--- src/pkg/omcr_defs.vh ---
`ifndef OMCR_DEFS_VH
`define OMCR_DEFS_VH

// register addresses on the 8-bit register port
`define OMCR_ADDR_PARAM_FIRST 8'h00
`define OMCR_ADDR_PARAM_LAST 8'h08
`define OMCR_ADDR_CAPTURE_INDEX 8'h09
`define OMCR_ADDR_SOFT_RESET 8'h0a
`define OMCR_ADDR_MODE_SETTING 8'h0b
`define OMCR_ADDR_ACQ_CONTROL 8'h0c
`define OMCR_ADDR_TUNER_POLARITY 8'h0d
`define OMCR_ADDR_STATUS 8'h3e

// parameter block size and capture index range
`define OMCR_PARAM_BYTES 4'h9
`define OMCR_INDEX_MAX 8'h08

// soft reset trigger values
`define OMCR_SRST_LOW 8'h00
`define OMCR_SRST_HIGH 8'h01

// reset values
`define OMCR_MODE_SETTING_RST 8'h12
`define OMCR_ACQ_CONTROL_RST 8'h1c
`define OMCR_TUNER_POLARITY_RST 8'h75
`define OMCR_PARAM_BYTE_RST 8'h00

// transmission_mode_setting fields
`define OMCR_CODE_RATE_MSB 7
`define OMCR_CODE_RATE_LSB 4
`define OMCR_GUARD_MSB 3
`define OMCR_GUARD_LSB 2
`define OMCR_CONST_MSB 1
`define OMCR_CONST_LSB 0

// acquisition_control fields
`define OMCR_AUTO_CHANGEOVER_BIT 3
`define OMCR_AUTO_PARAM_LOAD_BIT 2
`define OMCR_FREQ_ACQ_BIT 1
`define OMCR_TIMING_ACQ_BIT 0

// tuner_interface_polarity fields
`define OMCR_FINE_TIMING_EN_BIT 7
`define OMCR_FREQ_CORR_POL_BIT 6
`define OMCR_GAIN_CTRL_POL_BIT 5
`define OMCR_SIDEBAND_BIT 2
`define OMCR_SAMPLE_FORMAT_BIT 1
`define OMCR_OSC_CTRL_POL_BIT 0

`endif

--- src/hdl/omcr_capture_tracker.v ---
`timescale 1ns/1ps
`include "omcr_defs.vh"

// counts the parameter byte reads that close a capture burst
module omcr_capture_tracker
(
	input wire clk_sys, // system clock
	input wire rst_n, // synchronous reset, active low
	input wire index_wr, // write strobe for the capture index
	input wire [7:0] index_val, // value written to the capture index
	input wire param_rd, // read of one parameter byte
	output reg frozen_reg, // automatic refresh held off
	output reg [3:0] remaining_reg // parameter reads still expected
);

	// arm on a valid index, count down on each byte read
	always @(posedge clk_sys)
	begin
		if (!rst_n)
		begin
			frozen_reg <= 1'b0;
			remaining_reg <= 4'h0;
		end
		else if (index_wr && (index_val <= `OMCR_INDEX_MAX))
		begin
			frozen_reg <= 1'b1;
			remaining_reg <= `OMCR_PARAM_BYTES - index_val[3:0];
		end
		else if (frozen_reg && param_rd)
		begin
			remaining_reg <= remaining_reg - 4'h1;
			if (remaining_reg == 4'h1)
				frozen_reg <= 1'b0;
		end
	end

endmodule // omcr_capture_tracker

--- src/hdl/omcr_soft_reset_seq.v ---
`timescale 1ns/1ps
`include "omcr_defs.vh"

// spots the zero, one, zero write sequence on the soft reset register
module omcr_soft_reset_seq
(
	input wire clk_sys, // system clock
	input wire rst_n, // synchronous reset, active low
	input wire trig_wr, // write strobe for the trigger register
	input wire [7:0] trig_val, // value written
	output reg loop_restart_reg // one-cycle restart of the control loops
);

	localparam ST_IDLE = 2'b00;
	localparam ST_SEEN_0 = 2'b01;
	localparam ST_SEEN_01 = 2'b10;

	reg [1:0] state_reg;
	reg [1:0] state_next;
	reg fire_next;

	// next state from each trigger write
	always @*
	begin
		state_next = state_reg;
		fire_next = 1'b0;
		if (trig_wr)
		begin
			case (state_reg)
				ST_SEEN_0:
					if (trig_val == `OMCR_SRST_HIGH)
						state_next = ST_SEEN_01;
					else if (trig_val != `OMCR_SRST_LOW)
						state_next = ST_IDLE;
				ST_SEEN_01:
					if (trig_val == `OMCR_SRST_LOW)
					begin
						fire_next = 1'b1;
						state_next = ST_SEEN_0;
					end
					else
						state_next = ST_IDLE;
				default:
					if (trig_val == `OMCR_SRST_LOW)
						state_next = ST_SEEN_0;
					else
						state_next = ST_IDLE;
			endcase
		end
	end

	// sequence state and restart pulse
	always @(posedge clk_sys)
	begin
		if (!rst_n)
		begin
			state_reg <= ST_IDLE;
			loop_restart_reg <= 1'b0;
		end
		else
		begin
			state_reg <= state_next;
			loop_restart_reg <= fire_next;
		end
	end

endmodule // omcr_soft_reset_seq

--- src/hdl/omcr_top.v ---
// Contract
// - index write 0..8 freezes parameter refresh
// - expected read count is nine minus index
// - refresh resumes after last expected read
// - writes 0,1,0 restart demodulator loops
// - soft reset keeps all programmed registers
// - mode 0 holds rate, guard, constellation
// - mode 0 writable only with auto load off
// - device may reload mode 0 itself
// - auto load bit picks decoded or manual
// - auto load bit resets to one
// - auto changeover bit, reset one
// - manual timing mode ignored in auto
// - manual frequency mode ignored in auto
// - oscillator control polarity, reset one
// - converter sample format, reset two's complement
// - sideband select, reset lower
// - gain control polarity, reset one
// - frequency correction polarity, reset one
// - fine timing loop drives oscillator, reset off
`timescale 1ns/1ps
`include "omcr_defs.vh"

module omcr_top
(
	input wire clk_sys, // system clock, 100 MHz
	input wire rst_n, // synchronous reset, active low
	// register port
	input wire [7:0] reg_addr, // register address
	input wire [7:0] reg_wdata, // write data
	input wire reg_wr, // write strobe, one cycle
	input wire reg_rd, // read strobe, one cycle
	output reg [7:0] reg_rdata, // read data, cycle after strobe
	// decoded transmission parameters from the demodulator
	input wire [71:0] param_in, // nine parameter bytes, byte 0 low
	input wire param_in_valid, // new parameter block present
	input wire [3:0] dec_code_rate, // decoded code rate
	input wire [1:0] dec_guard, // decoded guard interval
	input wire [1:0] dec_const, // decoded constellation
	input wire dec_valid, // decoded settings valid
	// automatic acquisition state from the sync loops
	input wire auto_timing_fine, // time sync loop asks for fine mode
	input wire auto_freq_fine, // frequency loop asks for fine mode
	// settings to the demodulator
	output reg [3:0] code_rate, // active code rate
	output reg [1:0] guard_sel, // active guard interval
	output reg [1:0] const_sel, // active constellation
	output reg auto_param_load, // settings follow decoded values
	output reg auto_changeover_en, // automatic coarse to fine
	output reg timing_acq_mode, // 1 fine, 0 coarse time sync
	output reg freq_acq_mode, // 1 fine, 0 coarse frequency sync
	output reg fine_timing_loop_en, // timing loop drives oscillator
	output reg freq_corr_polarity, // 1 decreasing frequency
	output reg gain_ctrl_polarity, // 1 falling voltage raises gain
	output reg sideband_sel, // 1 lower sideband
	output reg sample_format_sel, // 1 offset binary
	output reg osc_ctrl_polarity, // 1 falling voltage raises frequency
	output reg loop_restart, // one-cycle restart of control loops
	output reg param_frozen // parameter refresh held off
);

	// programmed registers
	reg [7:0] mode_setting_reg;
	reg [7:0] acq_control_reg;
	reg [7:0] tuner_polarity_reg;

	// captured parameter bytes
	reg [7:0] param_mem [0:8];

	// address decode strobes
	reg wr_index;
	reg wr_srst;
	reg wr_mode;
	reg wr_acq;
	reg wr_tuner;
	reg rd_param;

	// capture tracker and soft reset sequence results
	wire frozen;
	wire [3:0] remaining;
	wire restart_pulse;

	// read data next value
	reg [7:0] rdata_next;

	// acquisition control register fields
	wire auto_load_bit;
	wire auto_sync_bit;
	wire manual_timing_bit;
	wire manual_freq_bit;

	assign auto_load_bit = acq_control_reg[`OMCR_AUTO_PARAM_LOAD_BIT];
	assign auto_sync_bit = acq_control_reg[`OMCR_AUTO_CHANGEOVER_BIT];
	assign manual_timing_bit = acq_control_reg[`OMCR_TIMING_ACQ_BIT];
	assign manual_freq_bit = acq_control_reg[`OMCR_FREQ_ACQ_BIT];

	// tuner polarity register fields
	wire fine_timing_bit;
	wire freq_corr_bit;
	wire gain_ctrl_bit;
	wire sideband_bit;
	wire sample_format_bit;
	wire osc_ctrl_bit;

	assign fine_timing_bit = tuner_polarity_reg[`OMCR_FINE_TIMING_EN_BIT];
	assign freq_corr_bit = tuner_polarity_reg[`OMCR_FREQ_CORR_POL_BIT];
	assign gain_ctrl_bit = tuner_polarity_reg[`OMCR_GAIN_CTRL_POL_BIT];
	assign sideband_bit = tuner_polarity_reg[`OMCR_SIDEBAND_BIT];
	assign sample_format_bit = tuner_polarity_reg[`OMCR_SAMPLE_FORMAT_BIT];
	assign osc_ctrl_bit = tuner_polarity_reg[`OMCR_OSC_CTRL_POL_BIT];

	// reset images of the programmed registers, sliced into output fields
	wire [7:0] mode_rst_val;
	wire [7:0] acq_rst_val;
	wire [7:0] tuner_rst_val;

	assign mode_rst_val = `OMCR_MODE_SETTING_RST;
	assign acq_rst_val = `OMCR_ACQ_CONTROL_RST;
	assign tuner_rst_val = `OMCR_TUNER_POLARITY_RST;

	// acquisition mode next values
	reg timing_mode_next;
	reg freq_mode_next;

	// parameter store refresh enable, held off while a capture is open
	wire param_refresh;

	assign param_refresh = param_in_valid && !frozen;

	// status image: remaining reads and the active acquisition modes
	wire [7:0] status_val;

	assign status_val = {2'h0, freq_acq_mode, timing_acq_mode, remaining};

	// write decode
	always @*
	begin
		wr_index = 1'b0;
		wr_srst = 1'b0;
		wr_mode = 1'b0;
		wr_acq = 1'b0;
		wr_tuner = 1'b0;
		if (reg_wr)
		begin
			if (reg_addr == `OMCR_ADDR_CAPTURE_INDEX)
				wr_index = 1'b1;
			else if (reg_addr == `OMCR_ADDR_SOFT_RESET)
				wr_srst = 1'b1;
			else if (reg_addr == `OMCR_ADDR_MODE_SETTING)
				wr_mode = 1'b1;
			else if (reg_addr == `OMCR_ADDR_ACQ_CONTROL)
				wr_acq = 1'b1;
			else if (reg_addr == `OMCR_ADDR_TUNER_POLARITY)
				wr_tuner = 1'b1;
		end
	end

	// parameter byte reads, counted down by the capture tracker
	always @*
	begin
		rd_param = 1'b0;
		if (reg_rd && (reg_addr <= `OMCR_ADDR_PARAM_LAST))
			rd_param = 1'b1;
	end

	// counts the reads of a capture burst
	omcr_capture_tracker u_capture
	(
		.clk_sys(clk_sys),
		.rst_n(rst_n),
		.index_wr(wr_index),
		.index_val(reg_wdata),
		.param_rd(rd_param),
		.frozen_reg(frozen),
		.remaining_reg(remaining)
	);

	// watches the soft reset trigger register
	omcr_soft_reset_seq u_srst
	(
		.clk_sys(clk_sys),
		.rst_n(rst_n),
		.trig_wr(wr_srst),
		.trig_val(reg_wdata),
		.loop_restart_reg(restart_pulse)
	);

	// parameter bytes refresh only while no capture is open
	genvar gi;
	generate
		for (gi = 0; gi < 9; gi = gi + 1)
		begin : g_param
			always @(posedge clk_sys)
			begin
				if (!rst_n)
					param_mem[gi] <= `OMCR_PARAM_BYTE_RST;
				else if (param_refresh)
					param_mem[gi] <= param_in[gi*8 +: 8];
			end
		end
	endgenerate

	// mode setting: manual write or reload from decoded values
	// soft reset is not wired here, so contents survive it
	always @(posedge clk_sys)
	begin
		if (!rst_n)
			mode_setting_reg <= `OMCR_MODE_SETTING_RST;
		else if (wr_mode && !auto_load_bit)
			mode_setting_reg <= reg_wdata;
		else if (auto_load_bit && dec_valid)
			mode_setting_reg <= {dec_code_rate, dec_guard, dec_const};
	end

	// acquisition control, write only
	always @(posedge clk_sys)
	begin
		if (!rst_n)
			acq_control_reg <= `OMCR_ACQ_CONTROL_RST;
		else if (wr_acq)
			acq_control_reg <= reg_wdata;
	end

	// tuner interface polarity, write only
	always @(posedge clk_sys)
	begin
		if (!rst_n)
			tuner_polarity_reg <= `OMCR_TUNER_POLARITY_RST;
		else if (wr_tuner)
			tuner_polarity_reg <= reg_wdata;
	end

	// acquisition mode: loop request with changeover on, manual bit otherwise
	always @*
	begin
		timing_mode_next = manual_timing_bit;
		freq_mode_next = manual_freq_bit;
		if (auto_sync_bit)
		begin
			timing_mode_next = auto_timing_fine;
			freq_mode_next = auto_freq_fine;
		end
	end

	// modulation settings from the mode setting register
	always @(posedge clk_sys)
	begin
		if (!rst_n)
		begin
			code_rate <= mode_rst_val[`OMCR_CODE_RATE_MSB:`OMCR_CODE_RATE_LSB];
			guard_sel <= mode_rst_val[`OMCR_GUARD_MSB:`OMCR_GUARD_LSB];
			const_sel <= mode_rst_val[`OMCR_CONST_MSB:`OMCR_CONST_LSB];
		end
		else
		begin
			code_rate <= mode_setting_reg[`OMCR_CODE_RATE_MSB:`OMCR_CODE_RATE_LSB];
			guard_sel <= mode_setting_reg[`OMCR_GUARD_MSB:`OMCR_GUARD_LSB];
			const_sel <= mode_setting_reg[`OMCR_CONST_MSB:`OMCR_CONST_LSB];
		end
	end

	// acquisition settings; a stale manual bit has no effect in auto mode
	always @(posedge clk_sys)
	begin
		if (!rst_n)
		begin
			auto_param_load <= acq_rst_val[`OMCR_AUTO_PARAM_LOAD_BIT];
			auto_changeover_en <= acq_rst_val[`OMCR_AUTO_CHANGEOVER_BIT];
			timing_acq_mode <= acq_rst_val[`OMCR_TIMING_ACQ_BIT];
			freq_acq_mode <= acq_rst_val[`OMCR_FREQ_ACQ_BIT];
		end
		else
		begin
			auto_param_load <= auto_load_bit;
			auto_changeover_en <= auto_sync_bit;
			timing_acq_mode <= timing_mode_next;
			freq_acq_mode <= freq_mode_next;
		end
	end

	// tuner interface polarities
	always @(posedge clk_sys)
	begin
		if (!rst_n)
		begin
			fine_timing_loop_en <= tuner_rst_val[`OMCR_FINE_TIMING_EN_BIT];
			freq_corr_polarity <= tuner_rst_val[`OMCR_FREQ_CORR_POL_BIT];
			gain_ctrl_polarity <= tuner_rst_val[`OMCR_GAIN_CTRL_POL_BIT];
			sideband_sel <= tuner_rst_val[`OMCR_SIDEBAND_BIT];
			sample_format_sel <= tuner_rst_val[`OMCR_SAMPLE_FORMAT_BIT];
			osc_ctrl_polarity <= tuner_rst_val[`OMCR_OSC_CTRL_POL_BIT];
		end
		else
		begin
			fine_timing_loop_en <= fine_timing_bit;
			freq_corr_polarity <= freq_corr_bit;
			gain_ctrl_polarity <= gain_ctrl_bit;
			sideband_sel <= sideband_bit;
			sample_format_sel <= sample_format_bit;
			osc_ctrl_polarity <= osc_ctrl_bit;
		end
	end

	// restart pulse out, one cycle per completed sequence
	always @(posedge clk_sys)
	begin
		if (!rst_n)
			loop_restart <= 1'b0;
		else
			loop_restart <= restart_pulse;
	end

	// capture flag out, one cycle behind the tracker
	always @(posedge clk_sys)
	begin
		if (!rst_n)
			param_frozen <= 1'b0;
		else
			param_frozen <= frozen;
	end

	// read multiplexer; write-only and unmapped addresses read zero
	always @*
	begin
		rdata_next = 8'h00;
		if (reg_rd)
		begin
			if (reg_addr <= `OMCR_ADDR_PARAM_LAST)
				rdata_next = param_mem[reg_addr[3:0]];
			else if (reg_addr == `OMCR_ADDR_MODE_SETTING)
				rdata_next = mode_setting_reg;
			else if (reg_addr == `OMCR_ADDR_STATUS)
				rdata_next = status_val;
		end
	end

	// read data stands only in the cycle after the strobe
	always @(posedge clk_sys)
	begin
		if (!rst_n)
			reg_rdata <= 8'h00;
		else
			reg_rdata <= rdata_next;
	end

endmodule // omcr_top

--- config.mk ---
export PLATFORM = sky130hd
export DESIGN_NAME = omcr_top
export DESIGN_NICKNAME = d
export VERILOG_FILES = /design/src/hdl/omcr_capture_tracker.v /design/src/hdl/omcr_soft_reset_seq.v /design/src/hdl/omcr_top.v
export VERILOG_INCLUDE_DIRS = /design/src /design/src/pkg
export SDC_FILE = /design/constraint.sdc
export NUM_CORES = 1
export LEC_CHECK = 0
export ABC_AREA = 1
export ABC_CLOCK_PERIOD_IN_PS = 3900
export BUFFER_PORTS_ARGS = -buffer_cell sky130_fd_sc_hd__clkbuf_2
export CAP_MARGIN = 10
export CORE_MARGIN = 2
export CORE_UTILIZATION = 45
export CTS_CLUSTER_SIZE = 24
export DETAILED_ROUTE_END_ITERATION = 8
export GPL_TIMING_DRIVEN = 0
export HOLD_SLACK_MARGIN = 0.08
export PLACE_DENSITY = 0.68
export SLEW_MARGIN = 20
export SYNTH_ARGS = -nofsm -noshare
export SYNTH_HDL_FRONTEND = slang
export SYNTH_SLANG_ARGS = --single-unit
--- constraint.sdc ---
create_clock -name clk_sys -period 3.9 [get_ports clk_sys]
set_input_delay 0.585 -clock clk_sys [delete_from_list [all_inputs] [get_ports clk_sys]]
set_output_delay 0.585 -clock clk_sys [all_outputs]
set_load 0.01 [all_outputs]
Word level (Yosys, flattened, before mapping)
Memory sizes are Yosys's and may differ from the RTL's.
Index checks and enable logic that the tools add are counted.
Storage, ports and cells
  flip-flop bits (word level): 56
  memory bits (writable): 72
  bits of input ports: 104
  output and inout port bits: 28
  word-level logic and storage cells: 116
  memories: 1
Memory list
  param_mem: words 9, bits a word 8, rd ports 1, clocked after Yosys merged registers in 0, write ports 9, RTL line omcr_top.v:68  | reg [7:0] param_mem [0:8];
Operators by class
  add/subtract/negate cells: 2
  $lt $le $gt $ge: 2
  equality and inequality tests: 11
  mux-type cells: 51
  bitwise gates (word level): 9
  reductions and logical operators: 17
Operators with widths (count)
  two-way mux 8 bit: 13
  == test 8 x 4 -> 1 bit, second input constant: 5
  two-way mux 1 bit: 32
  less-or-equal comparator 8 x 4 -> 1 bit, second input constant: 2
  bitwise OR 1 bit: 9
  == test 8 x 1 -> 1 bit, second input constant: 1
  == test 8 x 6 -> 1 bit, second input constant: 1
  zero test 8 bit: 1
  two-way mux 4 bit: 2
  nonzero test 8 bit: 1
  logical AND 1 bit: 6
  two-way mux 2 bit: 3
  two-way mux 6 bit: 1
  AND reduction 2 bit: 3
  nonzero test 2 bit: 3
  == test 4 x 1 -> 1 bit, second input constant: 1
  subtractor 4 x 1 -> 4 bit, second input constant: 1
  subtractor 4 bit, first input constant: 1
  != test 3 x 1 -> 1 bit, second input constant: 1
  AND reduction 3 bit: 1
  == test 2 x 1 -> 1 bit, second input constant: 1
  == test 2 bit, second input constant: 1
  zero test 1 bit: 2

Logic depth before layout (Yosys ltp)
  word-level depth: 7
  mapped depth: 11
  mapped depth without buffers: 10

Modules after synthesis
A second synthesis with hierarchy kept.
Unflattened totals
  cell total of the unflattened synthesis: 745
  area total of the unflattened synthesis: 5904.4 sq um
Modules (own cells, without submodules)
  omcr_top: instances 1, cells each 651, area an instance 5305.1 sq um, seq. area each 3083.0 sq um
  omcr_capture_tracker: instances 1, cells each 67, area an instance 426.7 sq um, seq. area each 100.1 sq um
  omcr_soft_reset_seq: instances 1, cells each 27, area an instance 172.7 sq um, seq. area each 60.1 sq um

Worst setup path before layout
No wires, ideal clock.
  path type: input to register
  start point: in rst_n
  end point: mem param_mem[0][0] (enable)
  library setup time: 740 ps
  arrival time: 2272 ps
  data required time: 3160 ps
  path slack: 888 ps
  stages: 3
  path buffers: 2
  cells stage by stage: buf_2 buf_1 nand2_1
RTL lines
  start, declared: RTL line omcr_top.v:27  | input wire rst_n,
  end, declared: RTL line omcr_top.v:68

==> impl_results.md <==
* Port Buffer Count at 129
* Post-synth top area share at 37.2%
* Slew @ Worst Pin at 545 ps
* GRT Util Overall at 21.0%
* Synth Area per Inst at 8.02 um^2
* P_int at 2570 uW
* R2R setup slack at 2280 ps
* Final instance area at 0.00730 mm^2
* Initial core utilization at 46.1%
* Async S/R FF share, synth at 0%
* Sequential Power Share at 44.9%
* Die height at 118 um
* H-Tree Depth at 4
* HPWL Detailed at 10300 um
* Hold depth at 3
* Commonest non-fill, non-tap cell in the layout: nand2_1
* Sink Count at 126
* Final setup vio count at 0
* M3 GR Usage at 5.91%
* Outcome: finished, final reports clean
* Placed cell area at 0.00670 mm^2
* Synth-to-layout area growth at 25.6%
* Max Cap Violations at 0
* Leak at 0.00375 uW
* N_diodes at 0
* DRT Pass-1 Iters at 5
* Top_reg_cell synth: edfxtp_1
* Final period util at 47.9%
* Minimum clock period at 1870 ps
* Yosys cell types at 33
* FMAX at 536 MHz
* Synth Net Count at 832
* Chip width at 118 um
* Endpoint class of the critical path: flip-flop
* Synthesis-stage register bit count at 126
* EDFF count, synth at 72
* Worst hold slack at 395 ps
* Pwr dens at 451 mW/mm^2
* DRC at 0
* Iter 0 DRT Violations at 429
* Slew HR at 63.7%
* Min-delay worst type: primary input to flip-flop
* Worst hold path endpoint: mode_setting_reg[1]
* Critical path arrival at 2020 ps
* Vias in the first global route at 4729
* Hold buffers post-CTS at 0
* Slew Limit Fails at 0
* Reg2reg start: u_capture.frozen_reg
* YS warnings at 0
* Setup Fix Bufs, Post-CTS at 0
* First-pass GRT wire length at 22600 um
* Flip-flop count of the largest register after layout at 72
* Clock skew at 6.97 ps
* CTS buffer count at 17
* Worst-case clock buffer depth at 2
* Die area at 0.0138 mm^2
* Worst Setup Start Kind: primary input
* CTS resizes at 0
* Post-route ant nets at 0
* Nets at 981
* Synth Instances at 725
* Met1 Use GR at 25.9%
* WS Path Type: primary input to flip-flop
* Endpoints failing hold at 0
* R2R cell count at 4
* Met2 Usage GRT at 34.3%
* Vias per Instance at 4.62
* Dominant cells by area after synthesis: edfxtp_1 37%, dfxtp_1 19%, nand2_1 15%
* Ports at 132
* Share of cells above drive strength 1 at 23.2%
* Total power draw at 3300 uW
* Reg clk slew, reported paths at 50 ps
* Worst min-delay path startpoint: dec_const[1]
* Worst skew pair latency at 420 ps
* Core area at 0.0126 mm^2
* Gpl congestion at 0.857
* Wire per inst at 13.0 um
* Rows at 41
* Busiest grt layer: met2
* Net Sw Frac at 22.0%
* Peak VDD IR at 336 uV
* R2R Path End: param_mem[7][5]
* CTS tree: yes
* Via count at 4888
* Combinational group share of total power at 8.0%
* Worst path required time at 4050 ps
* DRT Wirelength at 13800 um
* Clk pwr share at 47.1%
* RSZ-0062 raised after global routing: false
* Pin count of the biggest net entering global routing at 44
* Sw Pwr at 726 uW
* Largest area contributor in the netlist: edfxtp_1
* Initial antenna violation count at 0
* Post-synthesis cell area at 0.00581 mm^2
* Clock root buffer: clkbuf_16
* Gr ovfl total at 0
* Most frequent cells in the layout: 226 x nand2_1, 129 x clkbuf_2, 112 x nor2_1, 111 x inv_1, 72 x edfxtp_1
* Worst-path maximum fanout at 43
* Post-synthesis sequential area ratio at 55.8%
-- synthesized netlist by cell type, types with 5 or more instances --
cell	n
o21ai_0	12
nand2_2	7
or2_2	7
o21ai_1	7
buf_2	7
dfxtp_1	54
nand3_1	38
nand2_1	227
o211ai_1	5
edfxtp_1	72
inv_1	111
a21oi_1	15
nor2_1	112
nand4_1	6
clkbuf_1	10
-- worst max-delay path: stages --
cell	delay, ps
clkbuf_2	90
buf_2	220
buf_1	440
nand2_4	350
buf_12	300
-- cell type report --
| cell class | instances | area, um^2 |
|---|---|---|
| inverter | 118 | 448 |
| tap | 172 | 215 |
| clock inverter | 10 | 110 |
| clock buffer | 22 | 488 |
| sequential | 126 | 3240 |
| fill | 1208 | 5320 |
| multi-input combinational | 456 | 1990 |
| timing repair buffer | 130 | 666 |
| buffer | 25 | 140 |
-- power groups by stage --
stage	clock network [uW]	registers [uW]	logic [uW]
2_1_floorplan	0	1510	144
3_3_place_gp	0	1510	256
3_5_place_dp	0	1510	261
4_1_cts	1580	1480	263
5_1_grt	1640	1480	295
6_report	1550	1480	262
-- cells by family after synthesis --
kind of cell | count (synthesis) | synth area share (%)
simple gates | 410 | 29.3
buf+inv | 143 | 10.1
flops | 126 | 55.8
compound gates | 40 | 3.70
xor+xnor | 3 | 0.452
fa+ha+maj | 3 | 0.646
-- worst max-delay path by stage --
stage,from,to,cells after the start
after floorplan,rst_n,param_mem[0][0],3
after global placement,rst_n,param_mem[3][3],4
after detailed placement,rst_n,param_mem[1][4],5
after CTS,rst_n,param_mem[8][0],5
after global routing,rst_n,param_mem[7][5],5
final,rst_n,param_mem[2][1],5
-- stage by stage --
stage               TNS, ps  utilization (%)  worst slack, ps  std cells
global placement      -8090             52.9             -115       1026
CTS                       0             57.9             2030       1059
global route              0             57.9             1880       1059
detailed placement        0             53.1             1600       1027
finish                    0             57.9             2030       1059
floorplan                 0                -              888        725
-- layer usage --
metal	routed length [um]	share of wire, %
met5	0	0
met4	325	2.4
met3	807	5.9
met2	6400	47
met1	6230	45
Note: power is estimated with default switching activity, not from simulation.
